## config.mk

```make
export PLATFORM = sky130hd
export DESIGN_NAME = ilct_timer
export DESIGN_NICKNAME = d
export VERILOG_FILES = /design/src/common/ilct_pkg.sv /design/src/ilct_opdec.sv /design/src/ilct_cnt.sv /design/src/ilct_timer.sv
export SDC_FILE = /design/constraint.sdc
export NUM_CORES = 1
export LEC_CHECK = 0
export ABC_AREA = 1
export BUFFER_PORTS_ARGS = -buffer_cell sky130_fd_sc_hd__buf_2
export CAP_MARGIN = 20
export CORE_MARGIN = 2
export CORE_UTILIZATION = 32
export DETAILED_ROUTE_END_ITERATION = 6
export GPL_ROUTABILITY_DRIVEN = 0
export GPL_TIMING_DRIVEN = 0
export SYNTH_ARGS = -nofsm -noshare
export SYNTH_HDL_FRONTEND = slang
export SYNTH_HIERARCHICAL = 1
export SYNTH_SLANG_ARGS = --single-unit
export TNS_END_PERCENT = 30
```

## constraint.sdc

```tcl
create_clock -name clk -period 4.8 [get_ports clk]
set_input_delay 0.72 -clock clk [delete_from_list [all_inputs] [get_ports clk]]
set_output_delay 0.72 -clock clk [all_outputs]
set_load 0.01 [all_outputs]
```

## src/common/ilct_pkg.sv

```systemverilog
// shared constants, state type and opcode decode functions for the timing block
package ilct_pkg;

   // widths
   localparam int OP_W = 8;
   localparam int LEN_W = 2;
   localparam int CYC_W = 4;

   // instruction lengths in program bytes
   localparam logic [LEN_W-1:0] LEN_NONE = 2'h0;
   localparam logic [LEN_W-1:0] LEN_ONE = 2'h1;
   localparam logic [LEN_W-1:0] LEN_TWO = 2'h2;
   localparam logic [LEN_W-1:0] LEN_THREE = 2'h3;

   // cycle counts
   localparam logic [CYC_W-1:0] CYC_ZERO = 4'h0;
   localparam logic [CYC_W-1:0] CYC_ONE = 4'h1;
   localparam logic [CYC_W-1:0] CYC_IND = 4'h2;
   localparam logic [CYC_W-1:0] CYC_MEM = 4'h3;
   localparam logic [CYC_W-1:0] CYC_MUL = 4'h4;
   localparam logic [CYC_W-1:0] CYC_DIV = 4'h8;
   localparam logic [CYC_W-1:0] BR_EXTRA_DEF = 4'h1;

   // low opcode bits [3:1] that select an indirect register pointer
   localparam logic [2:0] IND_SEL = 3'h3;

   // execution states, gray along idle, exec, extend
   typedef enum logic [1:0] {
      ST_IDLE = 2'h0,
      ST_EXEC = 2'h1,
      ST_EXTEND = 2'h3
   } ilct_state_e;

   // program bytes of an opcode, standard encoding
   function automatic logic [LEN_W-1:0] op_len(input logic [OP_W-1:0] op);
      logic [LEN_W-1:0] len;
      len = LEN_ONE;
      casez (op)
         // absolute jump and call
         8'h?1: len = LEN_TWO;
         // long jump/call, bit branches, direct-immediate forms, 16-bit pointer load
         8'h02, 8'h12, 8'h10, 8'h20, 8'h30, 8'h43, 8'h53, 8'h63,
         8'h75, 8'h85, 8'h90, 8'hD5, 8'b1011_01??, 8'b1011_1???: len = LEN_THREE;
         // relative branches, direct, immediate, bit and stack forms
         8'h40, 8'h50, 8'h60, 8'h70, 8'h80, 8'h05, 8'h15, 8'h25, 8'h35,
         8'h45, 8'h55, 8'h65, 8'h95, 8'h24, 8'h34, 8'h44, 8'h54, 8'h64,
         8'h74, 8'h94, 8'h42, 8'h52, 8'h62, 8'h72, 8'h82, 8'h92, 8'hA0,
         8'hA2, 8'hB0, 8'hB2, 8'hC2, 8'hD2, 8'hC0, 8'hD0, 8'hC5, 8'hE5,
         8'hF5, 8'h86, 8'h87, 8'hA6, 8'hA7, 8'h76, 8'h77, 8'b0111_1???,
         8'b1000_1???, 8'b1010_1???, 8'b1101_1???: len = LEN_TWO;
         default: len = LEN_ONE;
      endcase
      return len;
   endfunction

   // cycles of an opcode, not-taken count for conditional branches
   function automatic logic [CYC_W-1:0] op_cycles(input logic [OP_W-1:0] op);
      logic [CYC_W-1:0] cyc;
      logic [LEN_W-1:0] len;
      len = op_len(op);
      cyc = {2'h0, len};
      casez (op)
         8'hA4: cyc = CYC_MUL;
         8'h84: cyc = CYC_DIV;
         // code reads and external data moves
         8'h83, 8'h93, 8'hE0, 8'hE2, 8'hE3, 8'hF0, 8'hF2, 8'hF3: cyc = CYC_MEM;
         default: begin
            // single-byte indirect pointer forms need a ram access cycle
            if ((op[3:1] == IND_SEL) && (len == LEN_ONE)) begin
               cyc = CYC_IND;
            end
         end
      endcase
      return cyc;
   endfunction

   // conditional branches that resolve late
   function automatic logic op_is_cond(input logic [OP_W-1:0] op);
      logic c;
      casez (op)
         8'h10, 8'h20, 8'h30, 8'h40, 8'h50, 8'h60, 8'h70, 8'hD5,
         8'b1011_01??, 8'b1011_1???, 8'b1101_1???: c = 1'b1;
         default: c = 1'b0;
      endcase
      return c;
   endfunction

endpackage

```

## src/ilct_opdec.sv

```systemverilog
// first-byte opcode decoder giving length, cycles and branch class
`timescale 1ns/100ps
module ilct_opdec
   import ilct_pkg::*;
(
   // opcode in
   input wire logic [OP_W-1:0] opcode,
   // decoded timing
   output logic [LEN_W-1:0] len,
   output logic [CYC_W-1:0] cycles,
   output logic is_cond
);

   // pure table lookup, one cycle count per clock, no machine cycles
   assign len = op_len(opcode);
   assign cycles = op_cycles(opcode);
   assign is_cond = op_is_cond(opcode);

endmodule

```

## src/ilct_cnt.sv

```systemverilog
// loadable down counter for remaining execution cycles
`timescale 1ns/100ps
module ilct_cnt
   import ilct_pkg::*;
#(
   parameter int W = CYC_W
)
(
   // clock and reset
   input wire logic clk,
   input wire logic resetn,
   input wire logic clk_en,
   // control
   input wire logic load,
   input wire logic [W-1:0] load_val,
   input wire logic dec,
   // state
   output logic [W-1:0] count,
   output logic last
);

   // one is the final cycle still to run
   assign last = (count == W'(1));

   // load wins over decrement
   always_ff @(posedge clk or negedge resetn) begin
      if (!resetn) begin
         count <= '0;
      end else if (clk_en) begin
         if (load) begin
            count <= load_val;
         end else if (dec && (count != '0)) begin
            count <= count - W'(1);
         end
      end
   end

endmodule

```

## src/ilct_timer.sv

```systemverilog
// instruction length and cycle timer: paces execute per opcode
`timescale 1ns/100ps
// Functional notes
// - timing counted in single clocks only
// - cycles equal bytes unless listed otherwise; multiply takes 4 cycles, divide 8
// - branch not taken finishes BR_EXTRA cycles sooner, one cycle by default
// - register operand alu ops: 1 byte, 1 cycle
// - indirect ram operand: 1 byte, 2 cycles
// - direct operand alu ops: 2 bytes, 2 cycles
// - immediate operand alu ops: 2 bytes, 2 cycles
// - logic into direct byte: 2 bytes, 2 cycles
// - immediate into direct byte: 3 bytes, 3 cycles
// - accumulator rotates: 1 byte, 1 cycle
// - direct to direct move: 3 bytes, 3 cycles
// - store accumulator indirect: 1 byte, 2 cycles
// - immediate to indirect ram: 2 bytes, 2 cycles
// - data pointer load: 3 bytes, 3 cycles
// - code byte read: 1 byte, 3 cycles
// - external data read: 1 byte, 3 cycles
// - external data write: 1 byte, 3 cycles
// - push and pop: 2 bytes, 2 cycles
// - exchange direct with accumulator: 2 bytes, 2 cycles
// - nibble exchange indirect: 1 byte, 2 cycles
// - standard encoding, only timing differs
module ilct_timer
   import ilct_pkg::*;
#(
   parameter logic [CYC_W-1:0] BR_EXTRA = BR_EXTRA_DEF
)
(
   // clock, reset and enable
   input wire logic clk,
   input wire logic resetn,
   input wire logic clk_en,
   // program byte stream from fetch
   input wire logic op_valid,
   input wire logic [OP_W-1:0] op_byte,
   output logic op_ready,
   // branch outcome from execute
   input wire logic cond_taken,
   // timing results to execute
   output logic dec_valid,
   output logic [LEN_W-1:0] instr_len,
   output logic [CYC_W-1:0] instr_cycles,
   output logic exec_busy,
   output logic instr_done
);

   // state and bookkeeping
   ilct_state_e state; // current phase
   ilct_state_e next_state; // phase after this edge
   logic [LEN_W-1:0] bytes_left; // operand bytes still to take
   logic [LEN_W-1:0] next_bytes_left; // bytes after this edge
   logic cond_q; // current opcode is a conditional branch
   logic next_done; // instruction finishes this cycle

   // decoder outputs
   wire logic [LEN_W-1:0] dec_len; // length of incoming opcode
   wire logic [CYC_W-1:0] dec_cyc; // cycles of incoming opcode
   wire logic dec_cond; // incoming opcode is a conditional branch

   // counter wiring
   wire logic [CYC_W-1:0] rem; // cycles still to run
   wire logic rem_last; // final counted cycle
   logic cnt_load; // reload the counter
   logic [CYC_W-1:0] cnt_val; // reload value
   logic cnt_dec; // count one cycle

   // decode of handshakes and phases
   wire logic idle_st = (state == ST_IDLE);
   wire logic exec_st = (state == ST_EXEC);
   wire logic ext_st = (state == ST_EXTEND);
   // opcode taken only while idle and enabled
   wire logic take_op = clk_en & op_valid & op_ready & idle_st;
   // a cycle counts only when its operand byte is present or no byte is owed
   wire logic advance = clk_en & ~idle_st & (~op_ready | op_valid);
   // operand byte consumed in this cycle
   wire logic take_byte = advance & (bytes_left != LEN_NONE);
   // single-cycle opcode closes at once
   wire logic one_cyc = (dec_cyc == CYC_ONE);
   // branch resolved taken on its last not-taken cycle
   wire logic br_taken = exec_st & rem_last & cond_q & cond_taken;

   // opcode lookup on the first byte
   ilct_opdec u_dec (
      .opcode(op_byte),
      .len(dec_len),
      .cycles(dec_cyc),
      .is_cond(dec_cond)
   );

   // remaining cycle counter
   ilct_cnt #(
      .W(CYC_W)
   ) u_cnt (
      .clk(clk),
      .resetn(resetn),
      .clk_en(clk_en),
      .load(cnt_load),
      .load_val(cnt_val),
      .dec(cnt_dec),
      .count(rem),
      .last(rem_last)
   );

   // next state, counter control and completion
   always_comb begin
      next_state = state;
      next_done = 1'b0;
      cnt_load = 1'b0;
      cnt_val = CYC_ZERO;
      cnt_dec = 1'b0;
      case (state)
         ST_IDLE: begin
            if (take_op) begin
               if (one_cyc) begin
                  // one byte, one clock, stay ready
                  next_done = 1'b1;
               end else begin
                  // opcode cycle already spent
                  next_state = ST_EXEC;
                  cnt_load = 1'b1;
                  cnt_val = dec_cyc - CYC_ONE;
               end
            end
         end
         ST_EXEC: begin
            if (advance) begin
               if (rem_last && br_taken) begin
                  // taken branch runs the extra cycles
                  next_state = ST_EXTEND;
                  cnt_load = 1'b1;
                  cnt_val = BR_EXTRA;
               end else if (rem_last) begin
                  // not taken or ordinary end
                  next_state = ST_IDLE;
                  next_done = 1'b1;
               end else begin
                  cnt_dec = 1'b1;
               end
            end
         end
         ST_EXTEND: begin
            // extension cycles count with no byte owed
            if (advance && rem_last) begin
               // last extension cycle hands back to idle
               next_state = ST_IDLE;
               next_done = 1'b1;
            end else begin
               cnt_dec = advance;
            end
         end
         default: begin
            // unreachable code recovers to idle
            next_state = ST_IDLE;
         end
      endcase
   end

   // operand byte bookkeeping
   always_comb begin
      next_bytes_left = bytes_left;
      if (take_op) begin
         next_bytes_left = dec_len - LEN_ONE;
      end else if (take_byte) begin
         next_bytes_left = bytes_left - LEN_ONE;
      end
   end

   // phase and byte registers
   always_ff @(posedge clk or negedge resetn) begin
      if (!resetn) begin
         state <= ST_IDLE;
         bytes_left <= LEN_NONE;
      end else if (clk_en) begin
         state <= next_state;
         bytes_left <= next_bytes_left;
      end
   end

   // branch class held for the instruction
   always_ff @(posedge clk or negedge resetn) begin
      if (!resetn) begin
         cond_q <= 1'b0;
      end else if (take_op) begin
         cond_q <= dec_cond;
      end
   end

   // decode results published the edge after the opcode
   always_ff @(posedge clk or negedge resetn) begin
      if (!resetn) begin
         instr_len <= LEN_NONE;
         instr_cycles <= CYC_ZERO;
      end else if (take_op) begin
         instr_len <= dec_len;
         instr_cycles <= dec_cyc;
      end
   end

   // handshake and status outputs
   always_ff @(posedge clk or negedge resetn) begin
      if (!resetn) begin
         op_ready <= 1'b1;
         dec_valid <= 1'b0;
         exec_busy <= 1'b0;
         instr_done <= 1'b0;
      end else if (clk_en) begin
         // ready for an opcode when idle, else for an operand byte
         op_ready <= (next_state == ST_IDLE) || (next_bytes_left != LEN_NONE);
         dec_valid <= take_op;
         exec_busy <= (next_state != ST_IDLE);
         instr_done <= next_done;
      end
   end

   // helper: counted cycles and branch extension of this instruction
   logic [CYC_W-1:0] run_cnt; // counted cycles so far
   logic ext_seen; // branch was taken
   always_ff @(posedge clk or negedge resetn) begin
      if (!resetn) begin
         run_cnt <= CYC_ZERO;
         ext_seen <= 1'b0;
      end else if (take_op) begin
         run_cnt <= CYC_ONE;
         ext_seen <= 1'b0;
      end else if (advance) begin
         run_cnt <= run_cnt + CYC_ONE;
         ext_seen <= ext_seen | br_taken;
      end
   end
endmodule

```

==> qor.yml, run 1 <==
outcome: "completed"
yosys.area_share.adder_pct: 3.75
drt_iter0_markers: 90
die_w_microns: 76.2
preCtsSetupSlack_ps: 1550
vdd_ir_drop_max_uv: 116
async_reset_ff_share_pct: 100
grt_max_degree: 20
critical_path_required_ps: 4940
yosys.area_share.simple_pct: 47.5
synth_cell_types: 31
cts_made_buffers: 3
portBuffers: 20
hold_class: "input pin to async pin"
final_hold_viol_count: 0
finalCriticalPeriod_ps: 2980
cts_resized: 0
fin_skew_ps: 8.23
fill_cells: 557
fmax_ghz: 0.336
antennaDiodeCount: 0
synth-seq-area-share_pct: 28.6
cts_setup_buffers: 0
slew_headroom_pct: 70.5
overflow: 0
multi_input_area_sq_mm: 0.00104
track_usage_pct: 13.2
synth_common_cells: "nand2_1, nor2_1, inv_1, nand3_1, dfrtp_1"
startpoint_type: "input pin"
synth_compound_area_share_pct: 9.30
cp-end-kind: "flop"
drv_slew: 0
viasPerCell: 4.55
clk_path_buf_depth: 2
core_area_sq_mm: 0.00507
setup_violations: 0
regArea_sq_um: 477
synth-xor-area-share_pct: 2.10
synth_edf_count: 0
nNetsFinal: 311
dp_hpwl_microns: 3000
num_rows: 26
synthTopCellsByArea: "dfrtp_1, nand2_1, nor2_1"
wl_per_cell_microns: 10.1
yosys.area.top_type: "dfrtp_1"
leakage_nw: 1.03
vias: 1646
holdWs_ps: 403
die-area_sq_mm: 0.00581
grt_pass1_vias: 1489
syn-num-nets: 286
rrSetupSlack_ps: 2610
ys.flop_type: "dfrtp_1"
cts_hold_buf: 0
yosys-mux-area-fraction_pct: 0
synthCells: 268
initial_core_util_pct: 32.9
syn_avg_cell_area_sq_um: 6.23
pin_count: 23
synth.most_common_cell: "nand2_1"
h-tree-depth: 1
ys_warn_count: 6
root_buffer: "clkbuf_8"
yosys.area.top_type_share_pct: 27.0
synth_area_sq_mm: 0.00167
clock_latency_ps: 250
synth_top_family_by_area: "simple AND/OR/NAND/NOR gates"
dr.pass1.iters: 4
antenna_found_initial: 0
numClockSinks: 19
critPathKind: "input pin to flop"
p_total_mw: 0.714
grt_pass1_wl_microns: 6410
ys_seq_elements: 19
route.detailed.drc: 0
post-route-util_pct: 37.5
fin_tns_setup_ps: 0
worst_slack_ps: 1820
worstMarginPinSlew_ps: 442
area_growth_pct: 13.9
rsz0062_at_grt: "no"
final_layout_size_suffix_gt1_share_pct: 21.9
tritoncts: "built"
fin_crit_sh_pct: 62.0
ant_nets: 0
max-cap-violations: 0
p_per_area_mw_per_mm2: 375
clk_pin_slew_ps: 70
chipHeight_microns: 76.2
crit_arrival_ps: 3120
wirelength_microns: 3670
worst-path-max-fanout: 6
## layer usage
| metal | share of wire (%) | up-vias | global-route usage [%] |
|---|---|---|---|
| met4 | 0.93 | 0 | 3.82 |
| met1 | 47 | 733 | 16.3 |
| li1 | - | 883 | - |
| met3 | 3.4 | 2 | 1.54 |
| met2 | 49 | 28 | 24.1 |
| met5 | 0 | - | 0 |
## logic make-up after synthesis
group,after synthesis
xor+xnor,4
buf+inv,37
flops,19
simple gates,179
fa+ha+maj,5
compound gates,24
## stage by stage
step	instances	instance area [sq um]
2_1_floorplan	268	1670
3_3_place_gp	358	1860
3_5_place_dp	358	1860
4_1_cts	362	1900
5_1_grt	362	1900
6_report	362	1900
## worst max-delay path: stages
cell and delay (ps):
buf_2 140, inv_1 90, nand2_1 80, nor2_1 240, a21boi_0 210, nor2_1 90
nand3_2 90, inv_2 60, nand2_2 90, nor2_2 40, nand2_1 50, inv_1 80
ha_1 180, nand2_1 60, nor2_1 50, nor2_2 160, inv_2 60, nand2_1 150
inv_1 140, o21ai_0 240, o21ai_2 90
## final timing paths
| check | endpoint | start | depth (start not counted) |
|---|---|---|---|
| setup / recovery | u_cnt/count[1]$_DFFE_PN0P_ | op_byte[3] | 21 |
| hold reg to reg | instr_len[0]$_DFFE_PN0N_ | instr_len[0]$_DFFE_PN0N_ | 2 |
| max in group asynchronous | op_ready$_DFFE_PN1P_ | resetn | 1 |
| setup reg to reg | u_cnt/count[1]$_DFFE_PN0P_ | u_cnt/count[1]$_DFFE_PN0P_ | 10 |
| min in group clk | instr_len[0]$_DFFE_PN0N_ | instr_len[0]$_DFFE_PN0N_ | 2 |
| hold / removal | cond_q$_DFFE_PN0N_ | resetn | 1 |
## layout make-up
type                    count  area share [%]
clock buffers               4            2.37
flip-flops and latches     19            25.1
repair buffers             20            5.26
well taps                  70            4.61
multi-input cells         212            54.9
inverters                  34            6.71
plain buffers               3            1.05
## layout by cell type (no fill, tap or decap)
master | netlist | final
a21oi_2 | 3 | 3
nor3_1 | 1 | 1
nand2_4 | 2 | 2
o21ai_0 | 3 | 3
nor2_2 | 7 | 7
buf_4 | 2 | 2
a21boi_0 | 1 | 1
o21ai_2 | 2 | 2
buf_2 | 1 | 21
nand2_2 | 7 | 7
o21bai_1 | 2 | 2
a21o_1 | 1 | 1
o211ai_1 | 2 | 2
nand2_1 | 90 | 90
ha_1 | 5 | 5
o22ai_1 | 1 | 1
xor2_1 | 1 | 1
xnor2_1 | 3 | 3
dfrtp_1 | 18 | 18
inv_1 | 23 | 23
nor2_4 | 1 | 1
nor3b_1 | 1 | 1
nand3_2 | 4 | 4
dfstp_2 | 1 | 1
a21oi_1 | 4 | 4
nand4_1 | 1 | 1
inv_2 | 11 | 11
o21ai_1 | 5 | 5
clkbuf_1 | 0 | 1
nor2_1 | 42 | 42
or2_0 | 1 | 1
clkbuf_8 | 0 | 3
nand3_1 | 22 | 22
## power by group
part | total [mW] | leakage (nW) | internal, mW | switching (mW)
sequential | 0.261 | 0.242 | 0.220 | 0.0419
combinational | 0.342 | 0.767 | 0.133 | 0.209
clock | 0.110 | 0.0228 | 0.0589 | 0.0514
total | 0.714 | 1.03 | 0.412 | 0.302
## registers in the layout, indices dropped and copies added, names as in the netlist
register / flops
dec_valid: 1
bytes_left: 2
op_ready: 1
cond_q: 1
instr_len: 2
state: 2
instr_cycles: 4
instr_done: 1
exec_busy: 1
u_cnt/count: 4
Power figures use the tool's default switching activity.
==> inputs of run 2 (changes only) <==
--- a/config.mk
+++ b/config.mk
@@ -5,7 +5,7 @@
 export SDC_FILE = /design/constraint.sdc
 export NUM_CORES = 1
 export LEC_CHECK = 0
-export ABC_AREA = 1
+export ABC_AREA = 0
 export BUFFER_PORTS_ARGS = -buffer_cell sky130_fd_sc_hd__buf_2
 export CAP_MARGIN = 20
 export CORE_MARGIN = 2
==> constraint.sdc (replaced) <==
create_clock -name clk -period 2.4 [get_ports clk]
set_input_delay 0.36 -clock clk [delete_from_list [all_inputs] [get_ports clk]]
set_output_delay 0.36 -clock clk [all_outputs]
set_load 0.01 [all_outputs]
==> qor.yml, run 2 <==
nNetsFinal: 264  # was 311
fin_skew_ps: 3.69  # was 8.23 ps
fmax_ghz: 0.342
die-area_sq_mm: 0.00561  # was 0.00581 sq mm
startpoint_type: "input pin"  # unchanged
critical_path_required_ps: 2540  # was 4940 ps
violations: "setup timing"
ys_seq_elements: 19  # unchanged
wirelength_microns: 4520  # was 3670 microns
synth-seq-area-share_pct: 29.6  # was 28.6%
yosys.area_share.adder_pct: 3.89  # was 3.75%
yosys.area_share.simple_pct: 29.2  # was 47.5%
pwr-share-comb_pct: 49.9  # was 47.9%
ys_warn_count: 6  # unchanged
ys.flop_type: "dfrtp_1"  # unchanged
synthTopCellsByArea: "dfrtp_1, nand2_1, ha_1"  # was dfrtp_1, nand2_1, nor2_1
critPathKind: "input pin to flop"  # unchanged
die_w_microns: 74.9  # was 76.2 microns
track_usage_pct: 16.0  # was 13.2%
p_sw_share_pct: 37.9  # was 42.3%
pin_count: 23  # unchanged
power.share.sequential_pct: 35.3  # was 36.6%
fin_crit_sh_pct: 122
overflow: 0  # unchanged
p_per_area_mw_per_mm2: 618  # was 375 mW/mm^2
synth_area_sq_mm: 0.00161  # was 0.00167 sq mm
vias: 1606  # was 1,646
vdd_ir_drop_max_uv: 194  # was 116 uV
area_growth_pct: 50.1  # was 13.9%
grt_max_degree: 20  # unchanged
cp-end-kind: "flop"  # unchanged
leakage_nw: 1.08  # was 1.03 nW
final_layout_size_suffix_gt1_share_pct: 46.1  # was 21.9%
route.detailed.drc: 0  # unchanged
regToRegEndpoint: "u_cnt/count[3]$_DFFE_PN0P_"  # was u_cnt/count[1]$_DFFE_PN0P_
viasPerCell: 5.15  # was 4.55
synth_edf_count: 0  # unchanged
rrSetupSlack_ps: 220  # was 2610 ps
antennaDiodeCount: 0  # unchanged
cts_made_buffers: 3  # unchanged
dp.cells: 273  # was 358
slew_headroom_pct: 58.0  # was 70.5%
clk_path_buf_depth: 2  # unchanged
synth.most_common_cell: "nand2_1"  # unchanged
portBuffers: 21  # was 20
r2r_cells: 7  # was 10
numClockSinks: 19  # unchanged
initial_core_util_pct: 33.6  # was 32.9%
async_reset_ff_share_pct: 100  # unchanged
syn_avg_cell_area_sq_um: 8.69  # was 6.23 sq um
mostFrequentLayoutCells: "buf_4, buf_2, dfrtp_1, nand2_1, inv_1"  # was nand2_1, nor2_1, inv_1, nand3_1, buf_2
chipHeight_microns: 74.9  # was 76.2 microns
worstMarginPinSlew_ps: 625  # was 442 ps
dpl_cell_area_sq_mm: 0.00187  # was 0.00186 sq mm
core_area_sq_mm: 0.00479  # was 0.00507 sq mm
worst-path-max-fanout: 10  # was 6
drv_slew: 0  # unchanged
crit_start: "op_byte[4]"  # was op_byte[3]
num_rows: 25  # was 26
max-cap-violations: 0  # unchanged
worst_slack_ps: -521  # was 1820 ps
critPathMaxStageDelay_ps: 390  # was 240 ps
p_sw_mw: 0.566  # was 0.302 mW
yosys-mux-area-fraction_pct: 4.59  # was 0%
rsz0062_at_grt: "yes"  # was no
stdcell_count: 312  # was 362
syn-num-nets: 203  # was 286
tritoncts: "built"  # unchanged
path_buf_inv: 4  # was 6
drt_iter0_markers: 57  # was 90
clock_latency_ps: 250  # about the same
crit_family: "compound AO/OA/AOI/OAI gates"  # was simple AND/OR/NAND/NOR gates
final_hold_viol_count: 0  # unchanged
synth_common_cells: "nand2_1, dfrtp_1, inv_1, nor2_1, o21ai_0"  # was nand2_1, nor2_1, inv_1, nand3_1, dfrtp_1
outcome: "finished, violations left"  # was completed
crit_arrival_ps: 3060  # was 3120 ps
dp_hpwl_microns: 2750  # was 3000 microns
synth-xor-area-share_pct: 2.18  # was 2.10%
synthCells: 185  # was 268
top_regs: "instr_cycles: 4 flops, u_cnt/count: 4 flops"  # unchanged
ant_nets: 0  # unchanged
grt_pass1_wl_microns: 6980  # was 6410 microns
final_common_cell: "buf_4"  # was nand2_1
synth_cell_types: 61  # was 31
preCtsSetupSlack_ps: -920  # was 1550 ps
grt_pass1_vias: 1544  # was 1,489
cts_hold_buf: 0  # unchanged
h-tree-depth: 1  # unchanged
crit_chain: "buf_2 > clkbuf_4 > inv_1 > o32ai_2 > a22o_1 > or2_1 > o41ai_4 > ha_2 > or3b_4 > nand3_4 > nand2_8 > buf_6 > a31o_4 > a21oi_2 > a21oi_1"  # was buf_2 > inv_1 > nand2_1 > nor2_1 > a21boi_0 > nor2_1 > nand3_2 > inv_2 > nand2_2 > nor2_2 > nand2_1 > inv_1 > ha_1 > nand2_1 > nor2_1 > nor2_2 > inv_2 > nand2_1 > inv_1 > o21ai_0 > o21ai_2
yosys.area.top_type: "dfrtp_1"  # unchanged
stdcell_area_sq_mm: 0.00241  # was 0.00190 sq mm
setup_violations: 8  # was 0
finalCriticalPeriod_ps: 2920
synth_compound_area_share_pct: 22.9  # was 9.30%
worstReg2RegStart: "u_cnt/count[1]$_DFFE_PN0P_"  # unchanged
hold_class: "input pin to async pin"  # unchanged
clockPowerShare_pct: 14.9  # was 15.4%
wl_per_cell_microns: 14.5  # was 10.1 microns
yosys.area.top_type_share_pct: 28.0  # was 27.0%
dr.pass1.iters: 4  # unchanged
synth_top_family_by_area: "simple AND/OR/NAND/NOR gates"  # unchanged
intPower_mw: 0.925  # was 0.412 mW
post-route-util_pct: 50.4  # was 37.5%
cp_slowest_cell: "or3b_4"  # was nor2_1
clk_pin_slew_ps: 70  # about the same
antenna_found_initial: 0  # unchanged
root_buffer: "clkbuf_8"  # unchanged
## run 2: final cells by class
| class | instances | area [sq um] |
|---|---|---|
| buffer | 10 | 103 |
| clock buffer | 4 | 45.0 |
| fill | 485 | 2370 |
| inverter | 15 | 56.3 |
| multi-input combinational | 141 | 1230 |
| sequential | 19 | 477 |
| tap | 67 | 83.8 |
| timing repair buffer | 56 | 420 |
## run 2: through the flow
step                total power, mW  hold WS, ps  TNS, ps
global placement               1.14          332    -5830
finish                         1.49         40.6    -2860
global route                   1.61         73.4    -3690
CTS                            1.46         54.7    -2130
floorplan                     0.981         64.4    -2460
detailed placement             1.15          335    -5690
## run 2: cell families after synthesis
family                     count (synthesis)
AOI/OAI and AO/OA                         46
xor gates and xnor gates                   4
and+or+nand+nor                           79
buffers and inverters                     25
muxes                                      7
DFF                                       19
adders and majority gates                  5
## run 2: how the worst max path moves through the flow
stage | slack, ps | end | depth (start not counted)
2_1_floorplan | -500 | u_cnt/count[0]$_DFFE_PN0P_ | 14
3_3_place_gp | -940 | u_cnt/count[0]$_DFFE_PN0P_ | 15
3_5_place_dp | -920 | u_cnt/count[0]$_DFFE_PN0P_ | 15
4_1_cts | -390 | u_cnt/count[0]$_DFFE_PN0P_ | 16
5_1_grt | -610 | u_cnt/count[2]$_DFFE_PN0P_ | 15
6_report | -520 | u_cnt/count[2]$_DFFE_PN0P_ | 15
## run 2: power groups by stage
stage / Clock [mW] / Combinational (mW) / Sequential [mW]
4_1_cts: 0.232 / 0.705 / 0.527
2_1_floorplan: 0 / 0.442 / 0.540
3_3_place_gp: 0 / 0.611 / 0.532
5_1_grt: 0.245 / 0.824 / 0.542
3_5_place_dp: 0 / 0.617 / 0.531
6_report: 0.221 / 0.743 / 0.526
## run 2: repair_timing
item,CTS,global route
buffers inserted,27,8
pin swaps,18,14
setup endpoints to repair,8,8
resized for setup,24,21
## run 2: metal layers
metal	track usage, %	up-vias	wire length (microns)
li1	-	799	-
met1	18.7	763	1910
met2	30.2	33	2350
met3	1.47	11	139
met4	5.75	0	115
met5	0	-	0
